`src/hdl/rcc_pkg.sv`:
```
// Constants for the reader configuration command handler.
// Assumes one 20 MHz clock; no timing counts are needed here.
package rcc_pkg;
  // Command and reply characters
  localparam logic [7:0] CH_O     = 8'h6F;
  localparam logic [7:0] CH_F     = 8'h66;
  localparam logic [7:0] CH_G     = 8'h67;
  localparam logic [7:0] CH_M     = 8'h6D;
  localparam logic [7:0] CH_X     = 8'h78;
  localparam logic [7:0] CH_T     = 8'h74;
  localparam logic [7:0] CH_SP    = 8'h20;
  localparam logic [7:0] CH_ERR   = 8'h52;
  localparam logic [7:0] CH_RLD   = 8'h58;
  localparam logic [7:0] CH_OU    = 8'h4F;
  localparam logic [7:0] CASE_OFS = 8'h20;
  // Argument layout
  localparam logic [7:0] FT_UNUSED = 8'h0C;
  localparam logic [7:0] RT_UNUSED = 8'h0B;
  localparam logic [7:0] RT_MODC   = 8'h09;
  localparam logic [7:0] MAX_BAUD  = 8'h06;
  // Tag mask bit positions
  localparam int TB_A = 0;
  localparam int TB_B = 1;
  localparam int TB_D = 2;
  localparam int TB_E = 3;
  localparam int TB_I = 4;
  localparam int TB_S = 5;
  localparam int TB_V = 6;
  // Start-up image reset values
  localparam logic [6:0] TAG_ALL   = 7'h7F;
  localparam logic [7:0] PCFG_RST  = 8'h00;
  localparam logic [7:0] CFG_RST   = 8'h00;
  localparam logic [7:0] MOD_RST   = 8'h00;
  localparam logic       PROTO_RST = 1'b0;
  localparam logic [2:0] BAUD_RST  = 3'h0;
  // Register port byte addresses and upper-bit range selects
  localparam logic [7:0] A_S_TAG   = 8'h00;
  localparam logic [7:0] A_S_PROTO = 8'h04;
  localparam logic [7:0] A_S_BAUD  = 8'h08;
  localparam logic [7:0] A_TAG     = 8'h0C;
  localparam logic [3:0] A_S_PCFG  = 4'h1;
  localparam logic [3:0] A_S_MOD   = 4'h2;
  localparam logic [3:0] A_PCFG    = 4'h3;
  localparam logic [1:0] A_S_CFG   = 2'h1;
  localparam logic [1:0] A_CFG     = 2'h2;
  localparam logic [3:0] A_MOD     = 4'hC;
  localparam logic [7:0] A_STATUS  = 8'hD0;
  typedef enum logic [2:0] {
    S_IDLE  = 3'b000,
    S_SUB   = 3'b001,
    S_ARG   = 3'b011,
    S_EXEC  = 3'b010,
    S_REPLY = 3'b110
  } rcc_st_t;
endpackage

```
`src/hdl/rcc_cmd_handler.sv`:
```
// Reader configuration command handler: parses text commands, applies
// run-time settings and returns the acknowledge characters.
// Assumes a byte stream on ref_clk from the serial receiver and a
// transmitter that takes reply characters by valid/ready.
// Overview of operation
// Tag type letter a,b,d,e,i,s,t,v; t enables all, others pick one.
// With one tag type selected, polling covers only that type.
// Reset restores tag selection from the start-up image.
// The proprietary Type A family is polled exactly when Type A is.
// Flag command takes type and value, applies at once, replies one byte.
// Flag writes never reach the stored image; reset reverts them.
// Successful flag reply is the flag's current state, one byte.
// Flag types 00h-05h hit protocol register 1, values 00 or 01.
// Flag types 06h-0Ah hit protocol register 2.
// Flag type 08h is two bits, values 00 to 03.
// Types 0Bh,0Dh-11h,13h to register 3; 12h,14h,15h to register 4.
// Unknown flag type changes nothing and replies R.
// Register command takes type and value, applies, replies one byte.
// Register types 00h-0Ah and 0Ch-0Fh map to configuration registers.
// Bad register type or value changes nothing and replies R.
// Modulation select 00h-03h replies index then that register's value.
// Modulation register 0 is active after start-up.
// Modulation index above 03h is refused with R.
// Host loads modulation registers 1-3 before selecting them.
// Reload applies stored settings, replies X, protocol, baud rate.
// Protocol code 00h is text, 01h is binary.
// Baud rate code lies in 00h-06h.
// Byte arguments and replies travel as two hex characters.
//
// Local design decisions: the plain strobed port and the register addresses.
`timescale 1ns/1ps
`default_nettype none
module rcc_cmd_handler
  import rcc_pkg::*;
(
  input  wire logic        ref_clk,
  input  wire logic        rst,
  input  wire logic        ce,
  input  wire logic        rx_valid,
  input  wire logic [7:0]  rx_data,
  output logic             rx_ready,
  output logic             tx_valid,
  output logic [7:0]       tx_data,
  input  wire logic        tx_ready,
  input  wire logic [7:0]  bus_addr,
  input  wire logic [7:0]  bus_wdata,
  input  wire logic        bus_wr,
  input  wire logic        bus_rd,
  output logic [7:0]       bus_rdata,
  output logic [7:0]       poll_mask,
  output logic [7:0]       pcfg_1,
  output logic [7:0]       pcfg_2,
  output logic [7:0]       pcfg_3,
  output logic [7:0]       pcfg_4,
  output logic [7:0]       mod_cond,
  output logic [15:0]      poll_timer,
  output logic             skip_rx_frame_start,
  output logic             skip_rx_extra_guard,
  output logic             skip_rx_frame_end,
  output logic             proto_code,
  output logic [2:0]       baud_code
);

  typedef struct packed {
    rcc_st_t          st;
    logic [7:0]       sub;
    logic [2:0]       nib;
    logic [15:0]      arg;
    logic [6:0]       tag;
    logic [3:0][7:0]  pcfg;
    logic [15:0][7:0] cfg;
    logic [3:0][7:0]  mod;
    logic [1:0]       mod_sel;
    logic             proto;
    logic [2:0]       baud;
    logic [6:0]       s_tag;
    logic [3:0][7:0]  s_pcfg;
    logic [15:0][7:0] s_cfg;
    logic [3:0][7:0]  s_mod;
    logic             s_proto;
    logic [2:0]       s_baud;
    logic [4:0][7:0]  txb;
    logic [2:0]       txn;
    logic [7:0]       rdata;
  } rcc_state_t;

  rcc_state_t r_r;
  rcc_state_t r_nxt;
  logic [7:0] ch;
  logic [4:0] hv;
  logic [6:0] fm;
  logic [7:0] tb;
  logic [7:0] tc;
  logic [7:0] av;
  logic [7:0] at;
  logic       f_ok;
  logic       g_ok;
  logic       rx_acc;
  logic       tx_acc;

  function automatic logic [7:0] lower(input logic [7:0] c);
    lower = (c >= 8'h41 && c <= 8'h5A) ? c | CASE_OFS : c;
  endfunction

  // Bit 4 marks a valid hex digit
  function automatic logic [4:0] hex_val(input logic [7:0] c);
    if (c >= 8'h30 && c <= 8'h39)
      hex_val = {1'b1, c[3:0]};
    else if (lower(c) >= 8'h61 && lower(c) <= 8'h66)
      hex_val = {1'b1, 4'(c[3:0] + 4'h9)};
    else
      hex_val = 5'h00;
  endfunction

  function automatic logic [7:0] hexc(input logic [3:0] n);
    hexc = (n < 4'hA) ? 8'h30 + {4'h0, n} : 8'h37 + {4'h0, n};
  endfunction

  // Bit 7 valid, rest is the mask bit of the letter
  function automatic logic [7:0] tag_bit(input logic [7:0] c);
    tag_bit = 8'h00;
    case (c)
      8'h61: tag_bit = 8'h80 | 8'(1 << TB_A);
      8'h62: tag_bit = 8'h80 | 8'(1 << TB_B);
      8'h64: tag_bit = 8'h80 | 8'(1 << TB_D);
      8'h65: tag_bit = 8'h80 | 8'(1 << TB_E);
      8'h69: tag_bit = 8'h80 | 8'(1 << TB_I);
      8'h73: tag_bit = 8'h80 | 8'(1 << TB_S);
      8'h76: tag_bit = 8'h80 | 8'(1 << TB_V);
      8'h74: tag_bit = 8'h80;
      default: tag_bit = 8'h00;
    endcase
  endfunction

  // {valid, register 0..3, bit, two-bit field}
  function automatic logic [6:0] flag_map(input logic [7:0] t);
    case (t)
      8'h00: flag_map = {1'b1, 2'd0, 3'd0, 1'b0};
      8'h01: flag_map = {1'b1, 2'd0, 3'd1, 1'b0};
      8'h02: flag_map = {1'b1, 2'd0, 3'd2, 1'b0};
      8'h03: flag_map = {1'b1, 2'd0, 3'd3, 1'b0};
      8'h04: flag_map = {1'b1, 2'd0, 3'd4, 1'b0};
      8'h05: flag_map = {1'b1, 2'd0, 3'd5, 1'b0};
      8'h06: flag_map = {1'b1, 2'd1, 3'd0, 1'b0};
      8'h07: flag_map = {1'b1, 2'd1, 3'd1, 1'b0};
      8'h08: flag_map = {1'b1, 2'd1, 3'd2, 1'b1};
      8'h09: flag_map = {1'b1, 2'd1, 3'd4, 1'b0};
      8'h0A: flag_map = {1'b1, 2'd1, 3'd5, 1'b0};
      8'h0B: flag_map = {1'b1, 2'd2, 3'd0, 1'b0};
      8'h0D: flag_map = {1'b1, 2'd2, 3'd1, 1'b0};
      8'h0E: flag_map = {1'b1, 2'd2, 3'd2, 1'b0};
      8'h0F: flag_map = {1'b1, 2'd2, 3'd3, 1'b0};
      8'h10: flag_map = {1'b1, 2'd2, 3'd4, 1'b0};
      8'h11: flag_map = {1'b1, 2'd2, 3'd5, 1'b0};
      8'h13: flag_map = {1'b1, 2'd2, 3'd6, 1'b0};
      8'h12: flag_map = {1'b1, 2'd3, 3'd0, 1'b0};
      8'h14: flag_map = {1'b1, 2'd3, 3'd1, 1'b0};
      8'h15: flag_map = {1'b1, 2'd3, 3'd2, 1'b0};
      default: flag_map = 7'h00;
    endcase
  endfunction

  assign ch       = lower(rx_data);
  assign hv       = hex_val(rx_data);
  assign at       = r_r.arg[15:8];
  assign av       = r_r.arg[7:0];
  assign fm       = flag_map(at);
  assign tb       = tag_bit(r_r.sub);
  assign tc       = tag_bit(ch);
  // Binary flags take 00/01, the wide one 00..03
  assign f_ok     = fm[6] && av[7:2] == 6'h00 && (fm[0] || !av[1]);
  assign g_ok     = at[7:4] == 4'h0 && at != RT_UNUSED;
  // Frozen clock enable also blocks both handshakes
  assign rx_ready = ce && (r_r.st == S_IDLE || r_r.st == S_SUB ||
                           r_r.st == S_ARG);
  assign tx_valid = ce && r_r.st == S_REPLY;
  assign rx_acc   = rx_valid && rx_ready;
  assign tx_acc   = tx_valid && tx_ready;

  assign tx_data             = r_r.txb[0];
  assign bus_rdata           = r_r.rdata;
  assign poll_mask           = {r_r.tag[TB_A], r_r.tag};
  assign pcfg_1              = r_r.pcfg[0];
  assign pcfg_2              = r_r.pcfg[1];
  assign pcfg_3              = r_r.pcfg[2];
  assign pcfg_4              = r_r.pcfg[3];
  assign mod_cond            = r_r.mod[r_r.mod_sel];
  assign poll_timer          = {r_r.cfg[2], r_r.cfg[1]};
  assign skip_rx_frame_start = r_r.pcfg[2][2];
  assign skip_rx_extra_guard = r_r.pcfg[2][3];
  assign skip_rx_frame_end   = r_r.pcfg[2][4];
  assign proto_code          = r_r.proto;
  assign baud_code           = r_r.baud;

  always_comb
  begin
    r_nxt = r_r;
    if (ce)
    begin
      // Register port: stored image is writable, run-time state read-only
      r_nxt.rdata = 8'h00;
      if (bus_wr)
      begin
        if (bus_addr == A_S_TAG)
          r_nxt.s_tag = bus_wdata[6:0];
        else if (bus_addr == A_S_PROTO)
          r_nxt.s_proto = bus_wdata[0];
        else if (bus_addr == A_S_BAUD)
        begin
          if (bus_wdata <= MAX_BAUD)
            r_nxt.s_baud = bus_wdata[2:0];
        end
        else if (bus_addr[7:4] == A_S_PCFG)
          r_nxt.s_pcfg[bus_addr[3:2]] = bus_wdata;
        else if (bus_addr[7:4] == A_S_MOD)
          r_nxt.s_mod[bus_addr[3:2]] = bus_wdata;
        else if (bus_addr[7:6] == A_S_CFG)
          r_nxt.s_cfg[bus_addr[5:2]] = bus_wdata;
      end
      if (bus_rd)
      begin
        if (bus_addr == A_S_TAG)
          r_nxt.rdata = {1'b0, r_r.s_tag};
        else if (bus_addr == A_S_PROTO)
          r_nxt.rdata = {7'h00, r_r.s_proto};
        else if (bus_addr == A_S_BAUD)
          r_nxt.rdata = {5'h00, r_r.s_baud};
        else if (bus_addr == A_TAG)
          r_nxt.rdata = poll_mask;
        else if (bus_addr == A_STATUS)
          r_nxt.rdata = {1'b0, r_r.st != S_IDLE, r_r.proto, r_r.baud,
                         r_r.mod_sel};
        else if (bus_addr[7:4] == A_S_PCFG)
          r_nxt.rdata = r_r.s_pcfg[bus_addr[3:2]];
        else if (bus_addr[7:4] == A_S_MOD)
          r_nxt.rdata = r_r.s_mod[bus_addr[3:2]];
        else if (bus_addr[7:4] == A_PCFG)
          r_nxt.rdata = r_r.pcfg[bus_addr[3:2]];
        else if (bus_addr[7:4] == A_MOD)
          r_nxt.rdata = r_r.mod[bus_addr[3:2]];
        else if (bus_addr[7:6] == A_S_CFG)
          r_nxt.rdata = r_r.s_cfg[bus_addr[5:2]];
        else if (bus_addr[7:6] == A_CFG)
          r_nxt.rdata = r_r.cfg[bus_addr[5:2]];
      end

      case (r_r.st)
        S_IDLE:
        begin
          if (rx_acc && ch == CH_O)
            r_nxt.st = S_SUB;
        end
        S_SUB:
        begin
          if (rx_acc)
          begin
            r_nxt.sub = ch;
            r_nxt.arg = 16'h0000;
            if (ch == CH_F || ch == CH_G)
            begin
              r_nxt.nib = 3'd4;
              r_nxt.st  = S_ARG;
            end
            else if (ch == CH_M)
            begin
              r_nxt.nib = 3'd2;
              r_nxt.st  = S_ARG;
            end
            else if (ch == CH_X || tc[7])
              r_nxt.st = S_EXEC;
            else
            begin
              r_nxt.txb    = '0;
              r_nxt.txb[0] = CH_ERR;
              r_nxt.txn    = 3'd1;
              r_nxt.st     = S_REPLY;
            end
          end
        end
        S_ARG:
        begin
          // Spaces between hex pairs are tolerated
          if (rx_acc && hv[4])
          begin
            r_nxt.arg = {r_r.arg[11:0], hv[3:0]};
            r_nxt.nib = r_r.nib - 3'd1;
            if (r_r.nib == 3'd1)
              r_nxt.st = S_EXEC;
          end
          else if (rx_acc && rx_data != CH_SP)
          begin
            r_nxt.txb    = '0;
            r_nxt.txb[0] = CH_ERR;
            r_nxt.txn    = 3'd1;
            r_nxt.st     = S_REPLY;
          end
        end
        S_EXEC:
        begin
          r_nxt.st     = S_REPLY;
          r_nxt.txb    = '0;
          r_nxt.txb[0] = CH_ERR;
          r_nxt.txn    = 3'd1;
          if (r_r.sub == CH_F)
          begin
            if (f_ok)
            begin
              // Only run-time copy changes; stored image untouched
              r_nxt.pcfg[fm[5:4]][fm[3:1]] = av[0];
              if (fm[0])
                r_nxt.pcfg[fm[5:4]][fm[3:1] + 3'd1] = av[1];
              r_nxt.txb[0] = hexc(av[7:4]);
              r_nxt.txb[1] = hexc(av[3:0]);
              r_nxt.txn    = 3'd2;
            end
          end
          else if (r_r.sub == CH_G)
          begin
            if (g_ok)
            begin
              if (at == RT_MODC)
                r_nxt.mod[r_r.mod_sel] = av;
              else
                r_nxt.cfg[at[3:0]] = av;
              r_nxt.txb[0] = hexc(av[7:4]);
              r_nxt.txb[1] = hexc(av[3:0]);
              r_nxt.txn    = 3'd2;
            end
          end
          else if (r_r.sub == CH_M)
          begin
            if (av[7:2] == 6'h00)
            begin
              r_nxt.mod_sel = av[1:0];
              r_nxt.txb[0]  = hexc(av[7:4]);
              r_nxt.txb[1]  = hexc(av[3:0]);
              r_nxt.txb[2]  = hexc(r_r.mod[av[1:0]][7:4]);
              r_nxt.txb[3]  = hexc(r_r.mod[av[1:0]][3:0]);
              r_nxt.txn     = 3'd4;
            end
          end
          else if (r_r.sub == CH_X)
          begin
            r_nxt.tag    = r_r.s_tag;
            r_nxt.pcfg   = r_r.s_pcfg;
            r_nxt.cfg    = r_r.s_cfg;
            r_nxt.mod    = r_r.s_mod;
            r_nxt.proto  = r_r.s_proto;
            r_nxt.baud   = r_r.s_baud;
            r_nxt.txb[0] = CH_RLD;
            r_nxt.txb[1] = hexc(4'h0);
            r_nxt.txb[2] = hexc({3'h0, r_r.s_proto});
            r_nxt.txb[3] = hexc(4'h0);
            r_nxt.txb[4] = hexc({1'b0, r_r.s_baud});
            r_nxt.txn    = 3'd5;
          end
          else
          begin
            // Single letter other than a or t leaves one protocol in the poll round; a leaves Type A and its family; t leaves all
            r_nxt.tag    = (r_r.sub == CH_T) ? TAG_ALL : tb[6:0];
            r_nxt.txb[0] = CH_OU;
            r_nxt.txb[1] = r_r.sub - CASE_OFS;
            r_nxt.txn    = 3'd2;
          end
        end
        S_REPLY:
        begin
          if (tx_acc)
          begin
            r_nxt.txb = {8'h00, r_r.txb[4:1]};
            r_nxt.txn = r_r.txn - 3'd1;
            if (r_r.txn == 3'd1)
              r_nxt.st = S_IDLE;
          end
        end
        default:
          r_nxt.st = S_IDLE;
      endcase
    end
  end

  always_ff @(posedge ref_clk)
  begin
    if (rst)
    begin
      r_r         <= '0;
      r_r.st      <= S_IDLE;
      r_r.tag     <= TAG_ALL;
      r_r.s_tag   <= TAG_ALL;
      r_r.pcfg    <= {4{PCFG_RST}};
      r_r.s_pcfg  <= {4{PCFG_RST}};
      r_r.cfg     <= {16{CFG_RST}};
      r_r.s_cfg   <= {16{CFG_RST}};
      r_r.mod     <= {4{MOD_RST}};
      r_r.s_mod   <= {4{MOD_RST}};
      r_r.mod_sel <= 2'd0;
      r_r.proto   <= PROTO_RST;
      r_r.s_proto <= PROTO_RST;
      r_r.baud    <= BAUD_RST;
      r_r.s_baud  <= BAUD_RST;
    end
    else
      r_r <= r_nxt;
  end

  logic ex;
  assign ex = ce && r_r.st == S_EXEC;
endmodule
`default_nettype wire

```
`config.mk`:
```
export PLATFORM = sky130hd
export DESIGN_NAME = rcc_cmd_handler
export DESIGN_NICKNAME = d
export VERILOG_FILES = /design/src/hdl/rcc_pkg.sv /design/src/hdl/rcc_cmd_handler.sv
export SDC_FILE = /design/constraint.sdc
export NUM_CORES = 2
export LEC_CHECK = 0
export ABC_AREA = 1
export CORE_ASPECT_RATIO = 0.8
export CORE_MARGIN = 2
export CORE_UTILIZATION = 36
export DETAILED_ROUTE_END_ITERATION = 7
export DONT_BUFFER_PORTS = 1
export PLACE_DENSITY = 0.48
export SYNTH_ARGS = -nofsm -noshare
export SYNTH_HDL_FRONTEND = slang
export SYNTH_SLANG_ARGS = --single-unit
```
`constraint.sdc`:
```
create_clock -name ref_clk -period 6.4 [get_ports ref_clk]
set_input_delay 1.28 -clock ref_clk [delete_from_list [all_inputs] [get_ports ref_clk]]
set_output_delay 1.28 -clock ref_clk [all_outputs]
set_load 0.02 [all_outputs]
```
== Word-level counts from Yosys, hierarchy flattened ==
Memories as Yosys holds them, arrays and structs flattened. A register that Yosys moved wholly into a read port is not among the register bits.
Index checks and enable logic that the tools add are counted.
Cells by class
  bitwise gates (word level): 8
  reductions and logical operators: 53
  multiplexer cells: 110
  add/subtract/negate cells: 16
  $lt $le $gt $ge: 27
  equal/unequal tests: 64
Operators with widths (number)
  $mux W192: 2
  $mux W160: 2
  $mux W43: 7
  $bwmux W128: 2
  $mux W8: 26
  $eq A8 B7 Y1 const B: 25
  $pmux W43 S4: 1
  $bwmux W32: 5
  $mux W32: 5
  $mux W128: 1
  $bmux W8 S2: 6
  $mux W19: 4
  $mux W23: 3
  $bmux W8 S4: 2
  $demux W8 S2: 4
  $demux W8 S4: 2
  $pmux W8 S8: 1
  $mux W7: 9
  $add A6 B4 Y7 const A: 8
  $pmux W7 S7: 1
  $pmux W19 S2: 1
  $mux W18: 2
  $mux W35: 1
  $mux W34: 1
  other kinds (60): 157
Storage, ports and cells
  output and inout port bits: 89
  memory bits (read-only): 224
  memories kept: 1
  flip-flop bits (word level): 489
Memories
  (name not given): words 32, bits a word 7, rd ports 1, clocked after memory_dff 1, write ports 0, RTL line rcc_cmd_handler.sv:137  | case (t)

== Depth between registers and ports, before layout ==
  word-level depth: 14
  gate-level depth with buffers: 27
  mapped depth without buffers: 26

== Worst setup path after synthesis ==
Ideal clock, no wire load.
  path kind: input -> register
  from: input rx_data[1]
  to: register with a tool-made name
  cell stages on the path: 24
  arrival time: 3.532 ns
  buffers on the path: 1
  library setup time: 0.113 ns
  setup slack: 2.755 ns
  cells stage by stage: inv_1 ha_1 inv_1 nor2_1 nand2_1 nand2_1 nand2_1 nand2_1 nand2_2 nand3_2 nand3_1 nand2_1 nand2_2 nand3_2 nand2_2 nand2_2 buf_2 nand2_1 nand3_1 inv_1 ha_1 or2_0 nand3_1 nand2_1
RTL lines
  from (decl): RTL line rcc_cmd_handler.sv:40  | input wire logic [7:0] rx_data,

== Final worst setup path ==
  from: register r_r[258] (netlist name)
  to: output mod_cond[5]
On the way
  word-level cells in the longest chain between the ends: 2
RTL lines
  from (decl): RTL line rcc_cmd_handler.sv:87  | rcc_state_t r_r;
  from (signal assigned): RTL line rcc_cmd_handler.sv:403  | r_r <= r_nxt;
  $bmux W8 S2: RTL line rcc_cmd_handler.sv:187  | assign mod_cond = r_r.mod[r_r.mod_sel];
  $mux W8 (not written as such): RTL line rcc_cmd_handler.sv:187
  to (decl): RTL line rcc_cmd_handler.sv:55  | output logic [7:0] mod_cond,
No other way between the ends. The select of a mux whose other input is x is not followed.

==> key figures <==
Status
  • Status: complete, no violations

Timing
  • Final slew viol count: 0
  • Fin crit share: 0.657
  • Final min period: 4.20 ns
  • Relative slew margins: 0.130
  • Highest clock rate: 238 MHz
  • Clock skew: 0.0204 ns
  • Final setup vio count: 0
  • Hold Fails Final Rpt: 0
  • TNS Setup: 0 ns
  • Pin slew with the least headroom to its limit: 1.30 ns
  • Final worst slack: 2.20 ns
  • RSZ-0062 raised after global routing: no
  • Hold WS: 0.451 ns

Power and ir drop
  • Peak VDD IR: 0.173 mV
  • Leakage: 0.00946 uW
  • Pwr Density: approximately 250 nW/um2

Flow run
  • Max-Cap Viols: 0

Drt
  • TritonRoute pass-1 iters: 5
  • Vias/cell: 6.15
  • Routed wl met3: 11.7 mm
  • Wl on met1: 50.8 mm
  • Total Routed Length: around 110 mm
  • Vias after detailed routing: 26.3k
  • Routed len/inst: 26.1 um
  • DR iter-0 viols: between 3k and 4k
  • # DRC: 0
  • Final ANT Viol Nets: 0
  • Met2 WL: 46.3 mm
  • Top layer in use: met5

Critical path
  • Worst R2R Start: r_r[483]
  • CP startpoint: r_r[258]
  • Reg2Reg Depth: 16
  • Max stage delay on crit path: 0.92 ns
  • Worst Path Class, Setup: reg2out
  • Critical Path Fanout Max: 12
  • CP cell instances: inv_1 > nor2_1 > a22oi_1 > o221ai_1
  • Worst path required time: 5.12 ns
  • CP Launch Type: flip-flop
  • Flop2flop setup slack: 2.22 ns
  • Reg2reg end: r_r[365]
  • CP max-delay cell: nor2_1
  • CP endpoint kind: output pin
  • Arrival @ worst endpoint: 2.92 ns

Finish
  • Fillers: 7287
  • Fin cells: 4287
  • Multi-input combinational cell area: about 13000 um2
  • Area grow syn2layout: 6.64%
  • Layout cells sized above 1: 0.0603
  • FF/Latch Area: 9810 um2
  • Layout net count: ~3.4k

Place
  • RePlAce Congestion: roughly 0.94
  • Detailed Place HPWL: 76.1 mm
  • Pre-CTS setup slack: 1.77 ns
  • Buffers on Ports: 0
  • Inst Count DP: 4185

GRT
  • Initial antenna violation count: 5
  • Vias in the first global route: 23.9k
  • First-pass GRT wire length: 163 mm
  • All-layer global routing usage: 0.294
  • Largest net degree at the start of global routing: approximately 230
  • Grt ovf: 0

Floorplanning
  • Die Area: approximately 73000 um2
  • FP Rows: 87
  • Ports: 120
  • Die extent in x: slightly above 300 um
  • Die Y: about 240 um
  • Initial Util: 0.364
  • Core box area: 70400 um2

Synthesis
  • Ys async rst share: 0
  • Yosys warning count: 0
  • Avg Cell Area, Syn: 7.21 um2
  • Mapped Area: 25600 um2
  • Synth cell types: 59
  • Yosys reg bits: slightly below 500
  • EDFF count, synth: 0
  • Syn Nets: 3609
  • Ys flop type: dfxtp_1
  • Post-Synthesis Cells: ~3.6k
  • Sequential share of the synthesized area: 0.383

Clocking
  • Root Driver: clkbuf_16
  • Post-CTS Setup Bufs: 0
  • Clk buf depth: 3
  • CTS Sinks: 490
  • H-tree Lvls: 2
  • CTS Buf Count: 55
  • Clock transition at the registers of the reported paths: ~0.06 ns
  • Post-CTS sizing: 0
  • Skew-Pair Late Insertion Delay: 0.63 ns
  • CTS Hold Bufs: 0
  • TritonCTS clock tree: built

Min path
  • Hold Path End: r_r[37]
  • Hold path start: r_r[37]
  • Hold Crit Class: reg2reg
  • Hold Path Depth: 2
-- where the power goes --
group          total [uW]  switching [uW]  internal, uW
Combinational         341             264          76.4
Clock                3320            1380          1940
Sequential           3070            9.37          3060
-- stage by stage --
step | instance area, um2 | util | power, uW
finish | 27300 | 0.388 | 6730
global route | 27300 | 0.388 | 6900
global placement | 25500 | 0.362 | 3460
floorplan | 25600 | - | 3340
detailed placement | 25500 | 0.362 | 3460
CTS | 27300 | 0.388 | 6750
-- flip-flops by register name (all words and copies together) (netlist names), named ones only --
name and count:
baud_code 3, pcfg_2 8, pcfg_4 8, at 8, pcfg_3 8, pcfg_1 8
bus_rdata 8, proto_code 1, poll_timer 16, tx_data 8, poll_mask 7, av 8
r_r 392
-- area by class of cell --
| cell class | instances | share of cell area |
|---|---|---|
| clock inverters | 20 | 0.00883 |
| clock buffers | 79 | 0.0589 |
| well taps | 934 | 0.0428 |
| flip-flops and latches | 490 | 0.359 |
| inverters | 286 | 0.0395 |
| multi-input cells | 2435 | 0.478 |
| repair buffers | 40 | 0.0124 |
| diodes | 3 | 0.000275 |
-- placed cells by master, fill, tap and decap left out, drive strengths merged, types with 4 or more instances in the layout --
master,instances
a211oi,92
a21o,7
a21oi,524
a221oi,8
a22o,4
a22oi,76
a311oi,6
a31oi,19
a41oi,5
buf,40
bufinv,5
clkbuf,79
clkinv,19
clkinvlp,5
dfxtp,490
ha,23
inv,277
nand2,393
nand3,52
nand4,12
nor2,206
nor3,44
nor4,15
o211ai,13
o21ai,705
o221ai,45
o22ai,107
o311ai,38
o31ai,5
or2,9
xor2,4
-- per-layer routing --
layer / up-vias / track usage
met3: 198 / 0.0619
met4: 6 / 0.0789
met2: 1447 / 0.422
li1: 12100 / -
met1: 12600 / 0.439
met5: - / 0
-- worst max path at each step --
stage / end
floorplan: flip-flop
global placement: r_r[26]
detailed placement: tx_data[5]
CTS: r_r[381]
global route: r_r[381]
finish: mod_cond[5]
-- synth_stat cells (6+ instances only) --
| library cell | instances | area share |
|---|---|---|
| nand4_1 | 12 | 0.0029 |
| buf_6 | 11 | 0.0048 |
| nand2_2 | 8 | 0.0020 |
| a311oi_1 | 6 | 0.0021 |
| o21ai_0 | 678 | 0.13 |
| nor3_1 | 39 | 0.0076 |
| buf_4 | 78 | 0.023 |
| a21oi_2 | 6 | 0.0021 |
| nand3_1 | 47 | 0.0092 |
| a21oi_1 | 508 | 0.099 |
| o21ai_1 | 27 | 0.0053 |
| inv_1 | 264 | 0.039 |
| o311ai_0 | 38 | 0.013 |
| o211ai_1 | 13 | 0.0038 |
| a31oi_1 | 19 | 0.0046 |
| a21o_1 | 7 | 0.0021 |
| nand2_1 | 384 | 0.056 |
| clkinv_1 | 11 | 0.0016 |
| ha_1 | 23 | 0.011 |
| or2_2 | 7 | 0.0017 |
| clkbuf_1 | 211 | 0.031 |
| a22oi_1 | 76 | 0.022 |
| nor4_1 | 15 | 0.0037 |
| dfxtp_1 | 490 | 0.38 |
| a21oi_4 | 10 | 0.0063 |
| nor2_1 | 199 | 0.029 |
| a221oi_1 | 8 | 0.0027 |
| buf_1 | 11 | 0.0016 |
| o22ai_1 | 107 | 0.026 |
| a211oi_1 | 92 | 0.027 |
| buf_2 | 32 | 0.0062 |
| inv_2 | 11 | 0.0016 |
| o221ai_1 | 45 | 0.015 |
-- worst max-delay path, delay by kind of cell, from the launching register on --
| family | cells | cell delay, ns |
|---|---|---|
| AO/OA/AOI/OAI | 2 | 0.55 |
| buffers and inverters | 1 | 0.21 |
| flip-flops | 1 | 0.62 |
| AND/OR/NAND/NOR | 1 | 0.92 |
-- cell families after synthesis --
kind of cell / after synthesis / share of synthesized area
compound gates: 1665 / 0.373
simple gates: 739 / 0.122
buf+inv: 630 / 0.109
flops: 490 / 0.383
fa+ha+maj: 23 / 0.0112
xor+xnor: 7 / 0.00239
mux: 1 / 0.000439
(Power assumes the default switching activity.)
